--- config.mk ---
export PLATFORM = sky130hd
export DESIGN_NAME = acc_top
export DESIGN_NICKNAME = d
export VERILOG_FILES = /design/src/acc_pkg.sv /design/src/acc_sync.sv /design/src/acc_edge.sv /design/src/acc_top.sv
export VERILOG_INCLUDE_DIRS = /design/src /design/src/src
export SDC_FILE = /design/constraint.sdc
export NUM_CORES = 1
export LEC_CHECK = 0
export ABC_AREA = 1
export BUFFER_PORTS_ARGS = -buffer_cell sky130_fd_sc_hd__buf_2
export CORE_MARGIN = 2
export CORE_UTILIZATION = 30
export DETAILED_ROUTE_END_ITERATION = 16
export PLACE_DENSITY = 0.59
export SETUP_SLACK_MARGIN = 0.5
export SYNTH_ARGS = -nofsm -noshare
export SYNTH_HDL_FRONTEND = slang
export SYNTH_HIERARCHICAL = 1
export SYNTH_SLANG_ARGS = --single-unit
--- constraint.sdc ---
create_clock -name sys_clk_in -period 1.8 [get_ports sys_clk_in]
set_input_delay 0.18 -clock sys_clk_in [delete_from_list [all_inputs] [get_ports sys_clk_in]]
set_output_delay 0.18 -clock sys_clk_in [all_outputs]
set_load 0.05 [all_outputs]
--- src/acc_defines.svh ---
// Register offsets, field positions, reset values and timing counts of the comparator control.
`ifndef ACC_DEFINES_SVH
`define ACC_DEFINES_SVH

`define ACC_OFF_CTRL_STATUS   12'h030
`define ACC_OFF_CONV_STATUS_B 12'h034
`define ACC_OFF_DIG_DISABLE   12'h038
`define ACC_OFF_HOST_CTRL     12'h03c
`define ACC_OFF_IRQ_STATUS    12'h040
`define ACC_OFF_IRQ_MASK      12'h044

`define ACC_BIT_POWER_OFF     7
`define ACC_BIT_BANDGAP       6
`define ACC_BIT_RESULT        5
`define ACC_BIT_EVENT_FLAG    4
`define ACC_BIT_IRQ_ENABLE    3
`define ACC_BIT_CAPTURE       2
`define ACC_BIT_MODE_HI       1
`define ACC_BIT_MODE_LO       0
`define ACC_BIT_MUX_ENABLE    6
`define ACC_BIT_NEG_BUF_OFF   1
`define ACC_BIT_POS_BUF_OFF   0
`define ACC_BIT_CONV_ENABLE   0
`define ACC_BIT_GLOBAL_IE     1
`define ACC_BIT_CONV_PWR_RED  2

`define ACC_CTRL_RESET        8'h00
`define ACC_CTRL_WMASK        8'hdf
`define ACC_CONVB_WMASK       8'h40
`define ACC_DIDR_WMASK        8'h03
`define ACC_HOST_WMASK        8'h07
`define ACC_SYNC_STAGES       2
`define ACC_RESP_OKAY         2'b00
`define ACC_RESP_SLVERR       2'b10

`endif

--- src/acc_pkg.sv ---
// Types shared by the comparator control modules.
package acc_pkg;
  typedef enum logic [1:0] {
    ACC_MODE_TOGGLE   = 2'b00,
    ACC_MODE_RESERVED = 2'b01,
    ACC_MODE_FALLING  = 2'b10,
    ACC_MODE_RISING   = 2'b11
  } acc_mode_e;
  typedef logic [7:0] acc_byte_t;
endpackage : acc_pkg

--- src/acc_sync.sv ---
// Two-stage synchroniser for a level from the analog core.
`timescale 1ns/1ps
module acc_sync #(
  parameter int STAGES = 2
) (
  // Clock and reset.
  input  wire logic sys_clk_in,
  input  wire logic reset_n_in,
  // Level in and out.
  input  wire logic async_in,
  output logic      sync_out
);
  import acc_pkg::*;

  logic [STAGES-1:0] chain;

  initial begin
    if (STAGES < 2) begin
      $error("acc_sync needs at least two stages");
    end
  end

  // Shift the level through the chain; only the last stage is read.
  always_ff @(posedge sys_clk_in or negedge reset_n_in) begin
    if (!reset_n_in) begin
      chain <= '0;
    end else begin
      chain <= {chain[STAGES-2:0], async_in};
    end
  end

  assign sync_out = chain[STAGES-1];
endmodule : acc_sync

--- src/acc_edge.sv ---
// Event detector choosing toggle, falling or rising edge of the synced result.
`timescale 1ns/1ps
module acc_edge (
  // Clock and reset.
  input  wire logic                sys_clk_in,
  input  wire logic                reset_n_in,
  // Level and mode.
  input  wire logic                level_in,
  input  wire acc_pkg::acc_mode_e  mode_in,
  // Event pulse and previous level.
  output logic                     event_out,
  output logic                     prev_out
);
  import acc_pkg::*;

  logic prev;

  // Remember the level of the previous clock.
  always_ff @(posedge sys_clk_in or negedge reset_n_in) begin
    if (!reset_n_in) begin
      prev <= 1'b0;
    end else begin
      prev <= level_in;
    end
  end

  // Match the edge against the selected mode.
  always_comb begin
    case (mode_in)
      ACC_MODE_TOGGLE:  event_out = level_in ^ prev;
      ACC_MODE_FALLING: event_out = prev & ~level_in;
      ACC_MODE_RISING:  event_out = ~prev & level_in;
      default:          event_out = 1'b0;
    endcase
  end

  assign prev_out = prev;
endmodule : acc_edge

--- src/acc_top.sv ---
// Analog comparator control: input selection, result sync, events, interrupt and AXI4-Lite registers.
`timescale 1ns/1ps
`include "acc_defines.svh"
module acc_top #(
  parameter int ADDR_W = 12
) (
  // Clock and reset.
  input  wire logic              sys_clk_in,
  input  wire logic              reset_n_in,
  // AXI4-Lite write address.
  input  wire logic [ADDR_W-1:0] s_axi_awaddr_in,
  input  wire logic              s_axi_awvalid_in,
  output logic                   s_axi_awready_out,
  // AXI4-Lite write data.
  input  wire logic [31:0]       s_axi_wdata_in,
  input  wire logic [3:0]        s_axi_wstrb_in,
  input  wire logic              s_axi_wvalid_in,
  output logic                   s_axi_wready_out,
  // AXI4-Lite write response.
  output logic [1:0]             s_axi_bresp_out,
  output logic                   s_axi_bvalid_out,
  input  wire logic              s_axi_bready_in,
  // AXI4-Lite read address.
  input  wire logic [ADDR_W-1:0] s_axi_araddr_in,
  input  wire logic              s_axi_arvalid_in,
  output logic                   s_axi_arready_out,
  // AXI4-Lite read data.
  output logic [31:0]            s_axi_rdata_out,
  output logic [1:0]             s_axi_rresp_out,
  output logic                   s_axi_rvalid_out,
  input  wire logic              s_axi_rready_in,
  // Analog core: raw compare and selections.
  input  wire logic              raw_compare_in,
  output logic                   cmp_power_off_out,
  output logic                   bandgap_select_out,
  output logic                   neg_from_mux_out,
  output logic [2:0]             neg_channel_out,
  // Digital input buffers of the two pins.
  input  wire logic              positive_input_pin_in,
  input  wire logic              negative_input_pin_in,
  output logic                   positive_pin_buffer_off_out,
  output logic                   negative_pin_buffer_off_out,
  output logic                   positive_pin_port_out,
  output logic                   negative_pin_port_out,
  // Converter and processor context.
  input  wire logic              converter_enable_in,
  input  wire logic [2:0]        channel_select_in,
  input  wire logic              vector_taken_in,
  // Timer capture and interrupts.
  output logic                   capture_source_out,
  output logic                   capture_route_out,
  output logic                   cmp_irq_out,
  output logic                   irq_out
);
  import acc_pkg::*;

  initial begin
    if (ADDR_W < 8) begin
      $error("acc_top needs at least 8 address bits");
    end
  end

  // Control state.
  logic       cmp_power_off;
  logic       bandgap_select;
  logic       cmp_event_flag;
  logic       cmp_irq_enable;
  logic       cmp_capture_route;
  acc_mode_e  cmp_event_mode;
  logic       cmp_mux_enable;
  logic       positive_pin_buffer_off;
  logic       negative_pin_buffer_off;
  logic       global_ie;
  logic       converter_power_reduce;
  logic       host_conv_enable;
  logic [1:0] irq_status;
  logic [1:0] irq_mask;
  // Result path.
  logic       result_sync;
  logic       cmp_result;
  logic       event_pulse;
  logic       prev_result;
  // Bus state.
  logic              aw_held;
  logic              w_held;
  logic [ADDR_W-1:0] aw_addr;
  logic [31:0]       w_data;
  logic [3:0]        w_strb;
  logic              wr_fire;
  logic              flag_clr_write;
  logic [7:0]        wbyte;
  logic [31:0]       next_rdata;
  logic              next_rhit;
  logic              conv_on;
  logic [11:0]       aw_off;
  logic [11:0]       ar_off;

  // While powered off the core output is ignored and held low.
  acc_sync #(.STAGES(`ACC_SYNC_STAGES)) u_sync (
    .sys_clk_in (sys_clk_in),
    .reset_n_in (reset_n_in),
    .async_in   (raw_compare_in & ~cmp_power_off),
    .sync_out   (result_sync)
  );
  assign cmp_result = result_sync;

  acc_edge u_edge (
    .sys_clk_in (sys_clk_in),
    .reset_n_in (reset_n_in),
    .level_in   (cmp_result),
    .mode_in    (cmp_event_mode),
    .event_out  (event_pulse),
    .prev_out   (prev_result)
  );

  // Either the bus bit or the converter's own enable counts as converter on.
  assign conv_on = converter_enable_in | host_conv_enable;

  // Decode on the low address byte, widened to the width of the offset constants.
  assign aw_off = {4'h0, aw_addr[7:0]};
  assign ar_off = {4'h0, s_axi_araddr_in[7:0]};
  assign wr_fire = aw_held & w_held & ~s_axi_bvalid_out;
  assign wbyte = w_data[7:0];
  assign flag_clr_write = wr_fire & w_strb[0] & (aw_off == `ACC_OFF_CTRL_STATUS)
                          & wbyte[`ACC_BIT_EVENT_FLAG];

  // Write address and data are taken independently, response follows both.
  always_ff @(posedge sys_clk_in or negedge reset_n_in) begin
    if (!reset_n_in) begin
      aw_held <= 1'b0;
      w_held  <= 1'b0;
      aw_addr <= '0;
      w_data  <= '0;
      w_strb  <= '0;
    end else begin
      if (s_axi_awvalid_in && s_axi_awready_out) begin
        aw_held <= 1'b1;
        aw_addr <= s_axi_awaddr_in;
      end else if (wr_fire) begin
        aw_held <= 1'b0;
      end
      if (s_axi_wvalid_in && s_axi_wready_out) begin
        w_held <= 1'b1;
        w_data <= s_axi_wdata_in;
        w_strb <= s_axi_wstrb_in;
      end else if (wr_fire) begin
        w_held <= 1'b0;
      end
    end
  end

  // Ready pulses for one cycle when a channel slot is empty.
  always_ff @(posedge sys_clk_in or negedge reset_n_in) begin
    if (!reset_n_in) begin
      s_axi_awready_out <= 1'b0;
      s_axi_wready_out  <= 1'b0;
    end else begin
      s_axi_awready_out <= ~aw_held & ~s_axi_awready_out & s_axi_awvalid_in
                           & ~s_axi_bvalid_out;
      s_axi_wready_out  <= ~w_held & ~s_axi_wready_out & s_axi_wvalid_in
                           & ~s_axi_bvalid_out;
    end
  end

  // Write response.
  always_ff @(posedge sys_clk_in or negedge reset_n_in) begin
    if (!reset_n_in) begin
      s_axi_bvalid_out <= 1'b0;
      s_axi_bresp_out  <= `ACC_RESP_OKAY;
    end else if (wr_fire) begin
      s_axi_bvalid_out <= 1'b1;
      case (aw_off)
        `ACC_OFF_CTRL_STATUS, `ACC_OFF_CONV_STATUS_B, `ACC_OFF_DIG_DISABLE,
        `ACC_OFF_HOST_CTRL, `ACC_OFF_IRQ_STATUS, `ACC_OFF_IRQ_MASK:
          s_axi_bresp_out <= `ACC_RESP_OKAY;
        default: s_axi_bresp_out <= `ACC_RESP_SLVERR;
      endcase
    end else if (s_axi_bvalid_out && s_axi_bready_in) begin
      s_axi_bvalid_out <= 1'b0;
    end
  end

  // Writable control bits, all cleared at reset.
  always_ff @(posedge sys_clk_in or negedge reset_n_in) begin
    if (!reset_n_in) begin
      cmp_power_off           <= 1'b0;
      bandgap_select          <= 1'b0;
      cmp_irq_enable          <= 1'b0;
      cmp_capture_route       <= 1'b0;
      cmp_event_mode          <= ACC_MODE_TOGGLE;
      cmp_mux_enable          <= 1'b0;
      positive_pin_buffer_off <= 1'b0;
      negative_pin_buffer_off <= 1'b0;
      global_ie               <= 1'b0;
      host_conv_enable        <= 1'b0;
      converter_power_reduce  <= 1'b0;
      irq_mask                <= 2'b00;
    end else if (wr_fire && w_strb[0]) begin
      case (aw_off)
        `ACC_OFF_CTRL_STATUS: begin
          cmp_power_off     <= wbyte[`ACC_BIT_POWER_OFF];
          bandgap_select    <= wbyte[`ACC_BIT_BANDGAP];
          cmp_irq_enable    <= wbyte[`ACC_BIT_IRQ_ENABLE];
          cmp_capture_route <= wbyte[`ACC_BIT_CAPTURE];
          cmp_event_mode    <= acc_mode_e'(wbyte[`ACC_BIT_MODE_HI:`ACC_BIT_MODE_LO]);
        end
        `ACC_OFF_CONV_STATUS_B: cmp_mux_enable <= wbyte[`ACC_BIT_MUX_ENABLE];
        `ACC_OFF_DIG_DISABLE: begin
          positive_pin_buffer_off <= wbyte[`ACC_BIT_POS_BUF_OFF];
          negative_pin_buffer_off <= wbyte[`ACC_BIT_NEG_BUF_OFF];
        end
        `ACC_OFF_HOST_CTRL: begin
          host_conv_enable       <= wbyte[`ACC_BIT_CONV_ENABLE];
          global_ie              <= wbyte[`ACC_BIT_GLOBAL_IE];
          converter_power_reduce <= wbyte[`ACC_BIT_CONV_PWR_RED];
        end
        `ACC_OFF_IRQ_MASK: irq_mask <= wbyte[1:0];
        default: ;
      endcase
    end
  end

  // Event flag: a new event wins over a clear in the same cycle.
  always_ff @(posedge sys_clk_in or negedge reset_n_in) begin
    if (!reset_n_in) begin
      cmp_event_flag <= 1'b0;
    end else if (event_pulse) begin
      cmp_event_flag <= 1'b1;
    end else if (vector_taken_in && cmp_irq_out) begin
      cmp_event_flag <= 1'b0;
    end else if (flag_clr_write) begin
      cmp_event_flag <= 1'b0;
    end
  end

  // Sticky status: bit0 event, bit1 result rise; write one to clear.
  always_ff @(posedge sys_clk_in or negedge reset_n_in) begin
    if (!reset_n_in) begin
      irq_status <= 2'b00;
    end else begin
      for (int i = 0; i < 2; i++) begin
        if ((i == 0 && event_pulse) || (i == 1 && cmp_result && !prev_result)) begin
          irq_status[i] <= 1'b1;
        end else if (wr_fire && w_strb[0] && aw_off == `ACC_OFF_IRQ_STATUS
                     && wbyte[i]) begin
          irq_status[i] <= 1'b0;
        end
      end
    end
  end

  // Analog selections and pin gating, all registered.
  always_ff @(posedge sys_clk_in or negedge reset_n_in) begin
    if (!reset_n_in) begin
      cmp_power_off_out           <= 1'b0;
      bandgap_select_out          <= 1'b0;
      neg_from_mux_out            <= 1'b0;
      neg_channel_out             <= 3'h0;
      positive_pin_buffer_off_out <= 1'b0;
      negative_pin_buffer_off_out <= 1'b0;
      positive_pin_port_out       <= 1'b0;
      negative_pin_port_out       <= 1'b0;
      capture_source_out          <= 1'b0;
      capture_route_out           <= 1'b0;
      cmp_irq_out                 <= 1'b0;
      irq_out                     <= 1'b0;
    end else begin
      cmp_power_off_out  <= cmp_power_off;
      bandgap_select_out <= bandgap_select;
      neg_from_mux_out   <= cmp_mux_enable & ~conv_on;
      neg_channel_out    <= (cmp_mux_enable & ~conv_on) ? channel_select_in : 3'h0;
      positive_pin_buffer_off_out <= positive_pin_buffer_off;
      negative_pin_buffer_off_out <= negative_pin_buffer_off;
      positive_pin_port_out <= positive_input_pin_in & ~positive_pin_buffer_off;
      negative_pin_port_out <= negative_input_pin_in & ~negative_pin_buffer_off;
      capture_source_out <= cmp_capture_route & cmp_result;
      capture_route_out  <= cmp_capture_route;
      cmp_irq_out <= (cmp_event_flag | event_pulse) & cmp_irq_enable & global_ie
                     & ~(vector_taken_in & cmp_irq_out);
      irq_out     <= |(irq_status & irq_mask);
    end
  end

  // Read data mux.
  always_comb begin
    next_rdata = 32'h0000_0000;
    next_rhit  = 1'b1;
    case (ar_off)
      `ACC_OFF_CTRL_STATUS: next_rdata[7:0] = {cmp_power_off, bandgap_select, cmp_result,
                                               cmp_event_flag, cmp_irq_enable,
                                               cmp_capture_route, cmp_event_mode};
      `ACC_OFF_CONV_STATUS_B: next_rdata[`ACC_BIT_MUX_ENABLE] = cmp_mux_enable;
      `ACC_OFF_DIG_DISABLE: next_rdata[1:0] = {negative_pin_buffer_off,
                                               positive_pin_buffer_off};
      `ACC_OFF_HOST_CTRL: next_rdata[2:0] = {converter_power_reduce, global_ie,
                                             host_conv_enable};
      `ACC_OFF_IRQ_STATUS: next_rdata[1:0] = irq_status;
      `ACC_OFF_IRQ_MASK: next_rdata[1:0] = irq_mask;
      default: next_rhit = 1'b0;
    endcase
  end

  // Read channel: one-cycle arready, data the cycle after.
  always_ff @(posedge sys_clk_in or negedge reset_n_in) begin
    if (!reset_n_in) begin
      s_axi_arready_out <= 1'b0;
      s_axi_rvalid_out  <= 1'b0;
      s_axi_rdata_out   <= 32'h0000_0000;
      s_axi_rresp_out   <= `ACC_RESP_OKAY;
    end else begin
      s_axi_arready_out <= s_axi_arvalid_in & ~s_axi_arready_out & ~s_axi_rvalid_out;
      if (s_axi_arvalid_in && s_axi_arready_out) begin
        s_axi_rvalid_out <= 1'b1;
        s_axi_rdata_out  <= next_rdata;
        s_axi_rresp_out  <= next_rhit ? `ACC_RESP_OKAY : `ACC_RESP_SLVERR;
      end else if (s_axi_rvalid_out && s_axi_rready_in) begin
        s_axi_rvalid_out <= 1'b0;
      end
    end
  end
endmodule : acc_top

==> results.cfg, run 1 <==
[run_status]
status = finished, final reports clean

[critical_path]
cp_num_buf_inv = 1
crit_path_cell_trace = inv_2 > nand3_4 > nor2_8 > nand4_4 > nand2_1 > o21ai_1
crit_path_end_kind = register
critPathLaunchType = register
setup.worst_path.class = register to register
cp_data_required_time_ns = 2.03
cp.arrival_ns = 1.47
cp_max_fo = 8
cpLargestDelayFamily = simple AND/OR/NAND/NOR gates
critPathSlowestCell = dfrtp_2
max_stage_delay_ns = 0.43

[yosys]
synth_largest_area_cell = dfrtp_1
ys_top_cells_by_count = dfrtp_1 (67), nand2_1 (50), nor2_1 (42)
synth-edff-count = 0
ys_async_sr_fraction = 1.00
synthSimpleGateAreaFrac = 0.209
synth-xor-area-share = 0
synth_cell_types = 29
synth.most_common_cell = dfrtp_1
synth_cells = 323
ys_ff_latch = 67
synth_compound_area_frac = 0.0839
yosysTopAreaCellShare = 0.554
postSynthAreaPerCell_um2 = 9.37
synthMuxAreaShare = 0.0186
synth_area_mm2 = 0.00303
synthTopCellsByArea = dfrtp_1 (55%), buf_4 (6.9%), nand2_1 (6.2%), nor2_1 (5.2%), nand3_1 (4.5%)
synth_warnings = 6
synthAdderAreaFrac = 0.00827
ys_dominant_reg_cell = dfrtp_1
synth_top_family_by_area = simple AND/OR/NAND/NOR gates
yosysSeqAreaShare = 0.554

[global_route]
track_usage = 0.123
grt_max_degree = 30
use_met2 = 0.184
grt_util_met3 = 0.0583
grt_pass1_wl_um = 10600
antenna_found_initial = 0
grt_pass1_vias = 2214
gr-total-overflow = 0
busiest_layer = met2
grt_util_met1 = 0.161

[sta]
timing.final.hold_violations = 0
maxClockFrequency_mhz = 801
worst_pin_slew_ns = 0.717
period_minus_slack_ns = 1.25
period_share = 0.693
finClkSkew_ns = 0.00560
slew_headroom = 0.522
slew_viol_final = 0
rsz0062_at_grt = true
finalSetupViolCount = 0
finalSetupTns_ns = 0

[drt]
dr.pass1.iters = 5
wl_per_cell_um = 11.6
vias_per_cell = 4.22
drc_errors = 0
postRouteAntennaNets = 0
vias = 2282
wirelength_um = 6290
drtIter0Drc = 87

[power_and_ir_drop]
irDropWorstVdd_mv = 0.667
p_leak_nw = 1.93
power_density_mw_per_mm2 = 1200

[floorplan]
die_area_mm2 = 0.0109
start_util = 0.310
die_w_um = 104
num_io_pins = 130
core-area_mm2 = 0.00977
die_h_um = 104
num_rows = 36

[cts]
cts_tree = built
numCtsBuffers = 9
clk_root_buffer_cell = clkbuf_8
cts_buffer_depth = 2
cts.htree.levels = 3
clkLatencyLatePin_ns = 0.34
clkTransAtPathRegs_ns = 0.07
cts.sinks = 67

[place]
dp.cells = 520
place.detailed.hpwl_um = 4630
routabilityCongestion = 0.756
port_buffers = 67

[cells_and_area]
fin_cells = 541
n_antenna_cell = 0
layout-drive-gt1-share = 0.324
area.growth.synth_to_final_pct = 22.3
nets = 480

[flow_run]
maxCapViolCount = 0

[worst_hold_path]
holdCritPathClass = input pin to register
[logic make-up after synthesis]
group / Yosys count
adders and majority gates: 2
other: 1
and+or+nand+nor: 136
muxes: 5
AOI/OAI and AO/OA: 42
buffers and inverters: 70
DFF: 67
[worst paths after layout]
check                                  from                     to  slack, ns  cells past startpoint
min in group asynchronous        reset_n_in  positive_pin_port_out       0.43                      2
min                         s_axi_rready_in       s_axi_rvalid_out       0.03                      2
min reg2reg                 u_sync/chain[0]        u_sync/chain[1]       0.36                      0
max reg2reg                s_axi_bvalid_out              global_ie       0.55                      6
max in group asynchronous        reset_n_in          irq_status[0]       0.76                      3
max                        s_axi_bvalid_out              global_ie       0.55                      6
[registers in the layout, summed over array words and instances (netlist names), 2 cells and up]
signal / count
aw_addr: 8
s_axi_rdata_out: 8
w_data: 7
neg_channel_out: 3
cmp_event_mode: 2
irq_mask: 2
irq_status: 2
u_sync/chain: 2
[placed cells by master, fill, tap and decap left out, types with 6 or more instances in the layout]
cell / instances
o21ai_1: 13
nand3_1: 26
buf_2: 67
dfrtp_1: 62
a21oi_1: 12
clkbuf_8: 11
o21ai_2: 6
nand2_2: 9
nand2_1: 45
nor2_1: 40
conb_1: 26
inv_1: 34
[worst register-to-register path: cells and delay by family, from the launching register on]
kind,cells,cell delay [ns]
simple gates,4,0.57
flops,1,0.43
buf+inv,1,0.08
compound gates,1,0.05
[per-stage QoR]
step | utilization | area (µm²) | power, mW | hold slack, ns | setup WS [ns]
global placement | 0.353 | 3450 | 3.27 | 0.276 | 0.499
finish | 0.379 | 3700 | 4.45 | 0.0317 | 0.552
global route | 0.379 | 3700 | 4.73 | 0.0202 | 0.451
floorplan | - | 3150 | 3.04 | -0.116 | 0.497
detailed placement | 0.353 | 3450 | 3.31 | 0.284 | 0.463
CTS | 0.375 | 3660 | 4.47 | 0.0214 | 0.500
[report_power, final]
| group | internal (mW) | leakage (nW) | switching, mW |
|---|---|---|---|
| sequential | 1.82 | 0.832 | 0.219 |
| clock | 0.570 | 0.0884 | 0.557 |
| combinational | 0.356 | 1.01 | 0.932 |
| total | 2.74 | 1.93 | 1.71 |
[metal layers]
metal / vias up / routed length, µm
met1: 1061 / 2920
li1: 1134 / -
met2: 82 / 2860
met3: 5 / 457
met4: 0 / 57
met5: - / 0
[final cells by class]
| type | instances | area (µm²) |
|---|---|---|
| sequential | 67 | 1680 |
| inverter | 39 | 146 |
| clock buffer | 12 | 155 |
| clock inverter | 4 | 25.0 |
| multi-input combinational | 212 | 1120 |
| tap | 133 | 166 |
| fill | 1034 | 6070 |
| timing repair buffer | 74 | 405 |
[repair_timing]
action	4_1_cts	5_1_grt
cloned	1	0
buffers inserted	0	2
hold endpoints to repair	27	0
pin swaps	2	2
hold buffers	2	0
resized for setup	1	7
endpoints found under the setup margin	3	19
No activity file was read; power rests on OpenSTA's default activity.
==> inputs of run 2 (changes only) <==
==> constraint.sdc (replaced) <==
create_clock -name sys_clk_in -period 1.2 [get_ports sys_clk_in]
set_input_delay 0.12 -clock sys_clk_in [delete_from_list [all_inputs] [get_ports sys_clk_in]]
set_output_delay 0.12 -clock sys_clk_in [all_outputs]
set_load 0.05 [all_outputs]
==> run 2 against run 1 <==
  * The run now ends with negative setup slack left
  * Via count increased by 9.5%
  * Non-clock buffer count increased by 41
  * Register-to-register slack got worse by 0.63 ns
  * Clock power increased by 60%
  * Final cell count increased by 8.1%
  * Combinational power increased to 2.8 times the previous value
  * Design area increased by 35%
  * First-iteration DRC count increased by 24%
  * Clock skew increased by 0.0021 ns
  * Sequential cell count unchanged
  * Sequential power increased by 55%
  * Global-route usage increased by 1.9 points
  * Critical path type unchanged
  * Largest power group is now combinational cells
==> results.cfg, run 2 (same netlist as run 1, synthesis figures left out) <==
[cells_and_area]
most-common-layout-cells = buf_2 (38), dfrtp_1 (36), nand2_1 (31), dfrtp_2 (31), buf_8 (30)
nets = 524
mostFrequentLayoutCell = buf_2
n_antenna_cell = 0
top_regs = aw_addr (8), s_axi_rdata_out (8), w_data (7)
area.growth.synth_to_final_pct = 65.0
final_cell_area_mm2 = 0.00499
layout-drive-gt1-share = 0.573
fin_cells = 585

[critical_path]
cpLargestDelayFamily = flip-flops
crit_top_cell = inv_1
crit_path_end_kind = register
crit_path_cell_trace = inv_1 > ha_1 > inv_1 > nand2_1 > nand3_2 > o2111a_1
setup.worst_path.class = register to register
cp_max_fo = 4
reg2reg_depth = 6
cp_num_buf_inv = 2
critPathLaunchType = register
rrSetupSlack_ns = -0.07
cp.arrival_ns = 1.50
critPathSlowestCell = dfrtp_1
r2r_end = cmp_irq_out
cp_data_required_time_ns = 1.43
r2r_start = u_sync/chain[1]
max_stage_delay_ns = 0.42

[power_and_ir_drop]
irDropWorstVdd_mv = 1.09
power_density_mw_per_mm2 = 1700
p_leak_nw = 2.36
power_mw = 8.50

[global_route]
antenna_found_initial = 0
grt_max_degree = 68
grt_pass1_wl_um = 12400
track_usage = 0.142
gr-total-overflow = 0
grt_pass1_vias = 2517

[sta]
hold_slack_ns = 0.00795
slew_viol_final = 0
period_share = 1.06
period_minus_slack_ns = 1.27
finClkSkew_ns = 0.00771
rsz0062_at_grt = true
finalSetupViolCount = 13
maxClockFrequency_mhz = 784
timing.final.hold_violations = 0
fin_ws_ns = -0.0749

[floorplan]
die_w_um = 104
core-area_mm2 = 0.00977
die_h_um = 104
num_rows = 36
num_io_pins = 130
die_area_mm2 = 0.0109
start_util = 0.310

[worst_hold_path]
hold_depth = 2
hp-start = s_axi_awaddr_in[1]
holdCritPathClass = input pin to register
min_to = aw_addr[1]

[cts]
clkLatencyLatePin_ns = 0.34
cts_buffer_depth = 2
cts_tree = built
clkTransAtPathRegs_ns = 0.07
cts.sinks = 67
cts_hold_buf = 9
clk_root_buffer_cell = clkbuf_8
cts.htree.levels = 3
numCtsBuffers = 9

[drt]
drtIter0Drc = 108
vias = 2498
dr.pass1.iters = 4
wl_per_cell_um = 13.1
wirelength_um = 7670
postRouteAntennaNets = 0
vias_per_cell = 4.27
drc_errors = 0

[run_status]
violations = negative setup slack
status = finished with violations

[place]
dp.cells = 531
port_buffers = 67
placed_cell_area_mm2 = 0.00364
routabilityCongestion = 0.784
place.detailed.hpwl_um = 4780

[flow_run]
maxCapViolCount = 0
run 2: area by class of cell:
cell class / instances / area [µm²]
sequential: 67 / 1720
multi-input combinational: 214 / 1590
inverter: 39 / 164
clock inverter: 5 / 53.8
tap: 133 / 166
timing repair inverter: 1 / 16.3
timing repair buffer: 115 / 1160
fill: 892 / 4780
clock buffer: 11 / 131
run 2: through the flow:
| step | worst slack [ns] | TNS (ns) | utilization |
|---|---|---|---|
| 6_report | -0.0749 | -0.624 | 0.511 |
| 3_5_place_dp | -0.0647 | -0.328 | 0.372 |
| 2_1_floorplan | -0.103 | -0.853 | - |
| 5_1_grt | -0.152 | -2.05 | 0.511 |
| 4_1_cts | -0.0709 | -0.346 | 0.474 |
| 3_3_place_gp | -0.0364 | -0.119 | 0.372 |
run 2: worst max-delay path by stage:
stage | end | from | cells after the start | slack (ns)
detailed placement | cmp_irq_out | u_sync/chain[1] | 6 | -0.06
CTS | cmp_irq_out | u_sync/chain[1] | 6 | -0.07
global placement | cmp_event_flag | aw_addr[1] | 6 | -0.04
floorplan | cmp_event_mode[0] | s_axi_bvalid_out | 7 | -0.10
global route | global_ie | aw_addr[7] | 6 | -0.15
finish | cmp_irq_out | u_sync/chain[1] | 6 | -0.07
run 2: worst reg2reg max path, stage by stage, from the launching register on:
cell and delay [ns]:
dfrtp_1 0.42, inv_1 0.06, ha_1 0.27, inv_1 0.03
nand2_1 0.07, nand3_2 0.08, o2111a_1 0.24
run 2: what timing repair did:
action	CTS	global route
setup buffers	11	13
gates cloned	3	2
gates resized for setup	170	53
endpoints found under the hold margin	78	2
pin swaps	22	16
endpoints found under the setup margin	85	118
run 2: layer usage:
layer / part of all wire / routed length (µm) / track usage / vias to the layer above
li1: - / - / - / 1235
met1: 0.45 / 3470 / 0.186 / 1186
met2: 0.49 / 3770 / 0.235 / 66
met3: 0.042 / 322 / 0.0276 / 11
met4: 0.014 / 111 / 0.0521 / 0
met5: 0 / 0 / 0 / -
run 2: where the power goes:
group / switching [mW] / total, mW / internal (mW)
clock: 0.857 / 1.81 / 0.955
sequential: 0.397 / 3.14 / 2.74
combinational: 1.99 / 3.55 / 1.57
==> inputs of run 3 (changes only) <==
--- a/config.mk
+++ b/config.mk
@@ -15,5 +15,4 @@
 export SETUP_SLACK_MARGIN = 0.5
 export SYNTH_ARGS = -nofsm -noshare
 export SYNTH_HDL_FRONTEND = slang
-export SYNTH_HIERARCHICAL = 1
 export SYNTH_SLANG_ARGS = --single-unit
==> run 3 against run 2 <==
  * The run still ends with negative setup slack left
  * Design area shrank 0.70%
  * Via count grew 3.0%
  * Maximum frequency shrank 0.12%
  * Area after synthesis shrank 0.29%
  * Global-route usage shrank 0.22 points
  * Total power shrank 5.6%
  * Die area shrank 0.29%
==> results.cfg, run 3 <==
[global_route]
grt_pass1_vias = 2538
track_usage = 0.140
gr-total-overflow = 0
antenna_found_initial = 0
grt_pass1_wl_um = 12200
grt_max_degree = 68

[sta]
maxClockFrequency_mhz = 783
slew_viol_final = 0
timing.final.hold_violations = 0
finalSetupTns_ns = -0.607
period_minus_slack_ns = 1.28
period_share = 1.06
finalSetupViolCount = 14
rsz0062_at_grt = true
hold_slack_ns = 0.0163
finClkSkew_ns = 0.00726
fin_ws_ns = -0.0764

[cts]
cts.sinks = 67
clk_root_buffer_cell = clkbuf_8
clkLatencyLatePin_ns = 0.34
cts_buffer_depth = 2
cts_tree = built
clkTransAtPathRegs_ns = 0.07
numCtsBuffers = 9
cts.htree.levels = 3

[cells_and_area]
nets = 535
most-common-layout-cells = nand2_1 (42), buf_2 (38), dfrtp_1 (37), inv_1 (32), dfrtp_2 (30)
n_fill_cell = 900
area.growth.synth_to_final_pct = 64.3
layout-drive-gt1-share = 0.562
mostFrequentLayoutCell = nand2_1
multi_input_area_mm2 = 0.00153
n_antenna_cell = 0
regArea_mm2 = 0.00171
top_regs = aw_addr (8), s_axi_rdata_out (8), w_data (7)

[critical_path]
crit_path_cell_trace = inv_2 > nand3_4 > nor2_4 > buf_6 > nand2_2 > nand2_1 > o21ai_1
critPathLaunchType = register
reg2reg_depth = 7
r2r_end = irq_mask[0]
critPathSlowestCell = dfrtp_2
setup.worst_path.class = register to register
cp_data_required_time_ns = 1.42
max_stage_delay_ns = 0.43
cp.arrival_ns = 1.50
crit_path_end_kind = register
rrSetupSlack_ns = -0.08
cp_max_fo = 5
r2r_start = s_axi_bvalid_out

[yosys]
yosysSeqAreaShare = 0.556
synth.most_common_cell = dfrtp_1
synth_cells = 331
postSynthAreaPerCell_um2 = 9.12
ys_ff_latch = 67
ys_async_sr_fraction = 1.00
synth_warnings = 0
synthTopCellsByArea = dfrtp_1 (56%), nand2_1 (6.7%), buf_4 (6.5%), nor2_1 (5.6%), inv_1 (4.9%)
yosysTopAreaCellShare = 0.556
ys_top_cells_by_count = dfrtp_1 (67), nand2_1 (54), nor2_1 (45)
synth_cell_types = 32
synth_largest_area_cell = dfrtp_1
ys_dominant_reg_cell = dfrtp_1
synth_area_mm2 = 0.00302
synth-edff-count = 0

[power_and_ir_drop]
internal_power_mw = 5.04
power_mw = 8.02
p_leak_nw = 2.32
power_density_mw_per_mm2 = 1620
p_seq_frac = 0.379
clockPowerShare = 0.217
sw_frac_of_total = 0.372
irDropWorstVdd_mv = 1.21
p_sw_mw = 2.98
comb_power_share = 0.403

[run_status]
violations = negative setup slack
status = finished with violations

[drt]
wirelength_um = 7670
vias = 2573
drtIter0Drc = 55
wl_per_cell_um = 12.9
postRouteAntennaNets = 0
dr.pass1.iters = 4
vias_per_cell = 4.32
drc_errors = 0

[worst_hold_path]
hp-start = s_axi_wdata_in[3]
holdCritPathClass = input pin to register
hold_depth = 2
min_to = w_data[3]

[place]
place.detailed.hpwl_um = 4690
port_buffers = 67
routabilityCongestion = 0.778
post-place-ws_ns = -0.102

[floorplan]
num_io_pins = 130
die_h_um = 104
start_util = 0.309
num_rows = 36
die_w_um = 104
die_area_mm2 = 0.0109
core-area_mm2 = 0.00977

[flow_run]
maxCapViolCount = 0
run 3: critical path: cells and delay by family, from the launching register on:
kind / cells / cell delay, ns
DFF: 1 / 0.43
buffers and inverters: 2 / 0.25
AOI/OAI and AO/OA: 1 / 0.05
and+or+nand+nor: 4 / 0.43
run 3: cell families after synthesis:
group | share of synthesized area
AND/OR/NAND/NOR | 0.221
flip-flops | 0.556
multiplexers | 0.00373
AO/OA/AOI/OAI | 0.0829
other | 0.00124
buffers and inverters | 0.128
adder cells (fa/ha/maj) | 0.00829
run 3: layout make-up:
| type | instances | share of cell area |
|---|---|---|
| sequential | 67 | 0.346 |
| clock inverter | 2 | 0.00202 |
| tap | 133 | 0.0336 |
| inverter | 42 | 0.0348 |
| timing repair buffer | 118 | 0.238 |
| clock buffer | 14 | 0.0348 |
| timing repair inverter | 1 | 0.00227 |
| multi-input combinational | 219 | 0.309 |
run 3: power by group through the flow:
stage          registers (mW)  clock network [mW]  logic, mW
3_5_place_dp             3.00                   0       2.15
6_report                 3.04                1.74       3.24
5_1_grt                  3.09                1.89       3.46
4_1_cts                  3.03                1.81       2.91
2_1_floorplan            3.39                   0       1.15
3_3_place_gp             2.99                   0       2.11
run 3: timing repair:
action | CTS | global route
pin swaps | 17 | 25
hold buffers | 9 | 0
setup buffers | 13 | 9
endpoints found under the setup margin | 85 | 146
gates cloned | 3 | 2
resized for setup | 152 | 55
endpoints found under the hold margin | 76 | 0
run 3: metrics by stage:
step / util / std cells / cell area [µm²]
2_1_floorplan: - / 356 / 3260
3_3_place_gp: 0.376 / 544 / 3680
3_5_place_dp: 0.376 / 544 / 3680
4_1_cts: 0.473 / 585 / 4630
5_1_grt: 0.507 / 596 / 4960
6_report: 0.507 / 596 / 4960
run 3: routing by layer:
metal	vias up	track usage	wire [µm]
met3	7	0.0357	306
met1	1253	0.176	3330
met2	64	0.236	3960
met5	-	0	0
met4	0	0.0463	78
li1	1249	-	-
run 3: how the worst max path moves through the flow:
stage | startpoint | to | slack, ns
global placement | aw_addr[0] | cmp_event_flag | -0.08
global route | aw_addr[0] | cmp_event_flag | -0.14
floorplan | s_axi_bvalid_out | cmp_event_mode[1] | -0.13
CTS | aw_addr[0] | cmp_event_flag | -0.05
finish | s_axi_bvalid_out | irq_mask[0] | -0.08
detailed placement | aw_addr[0] | cmp_event_flag | -0.10
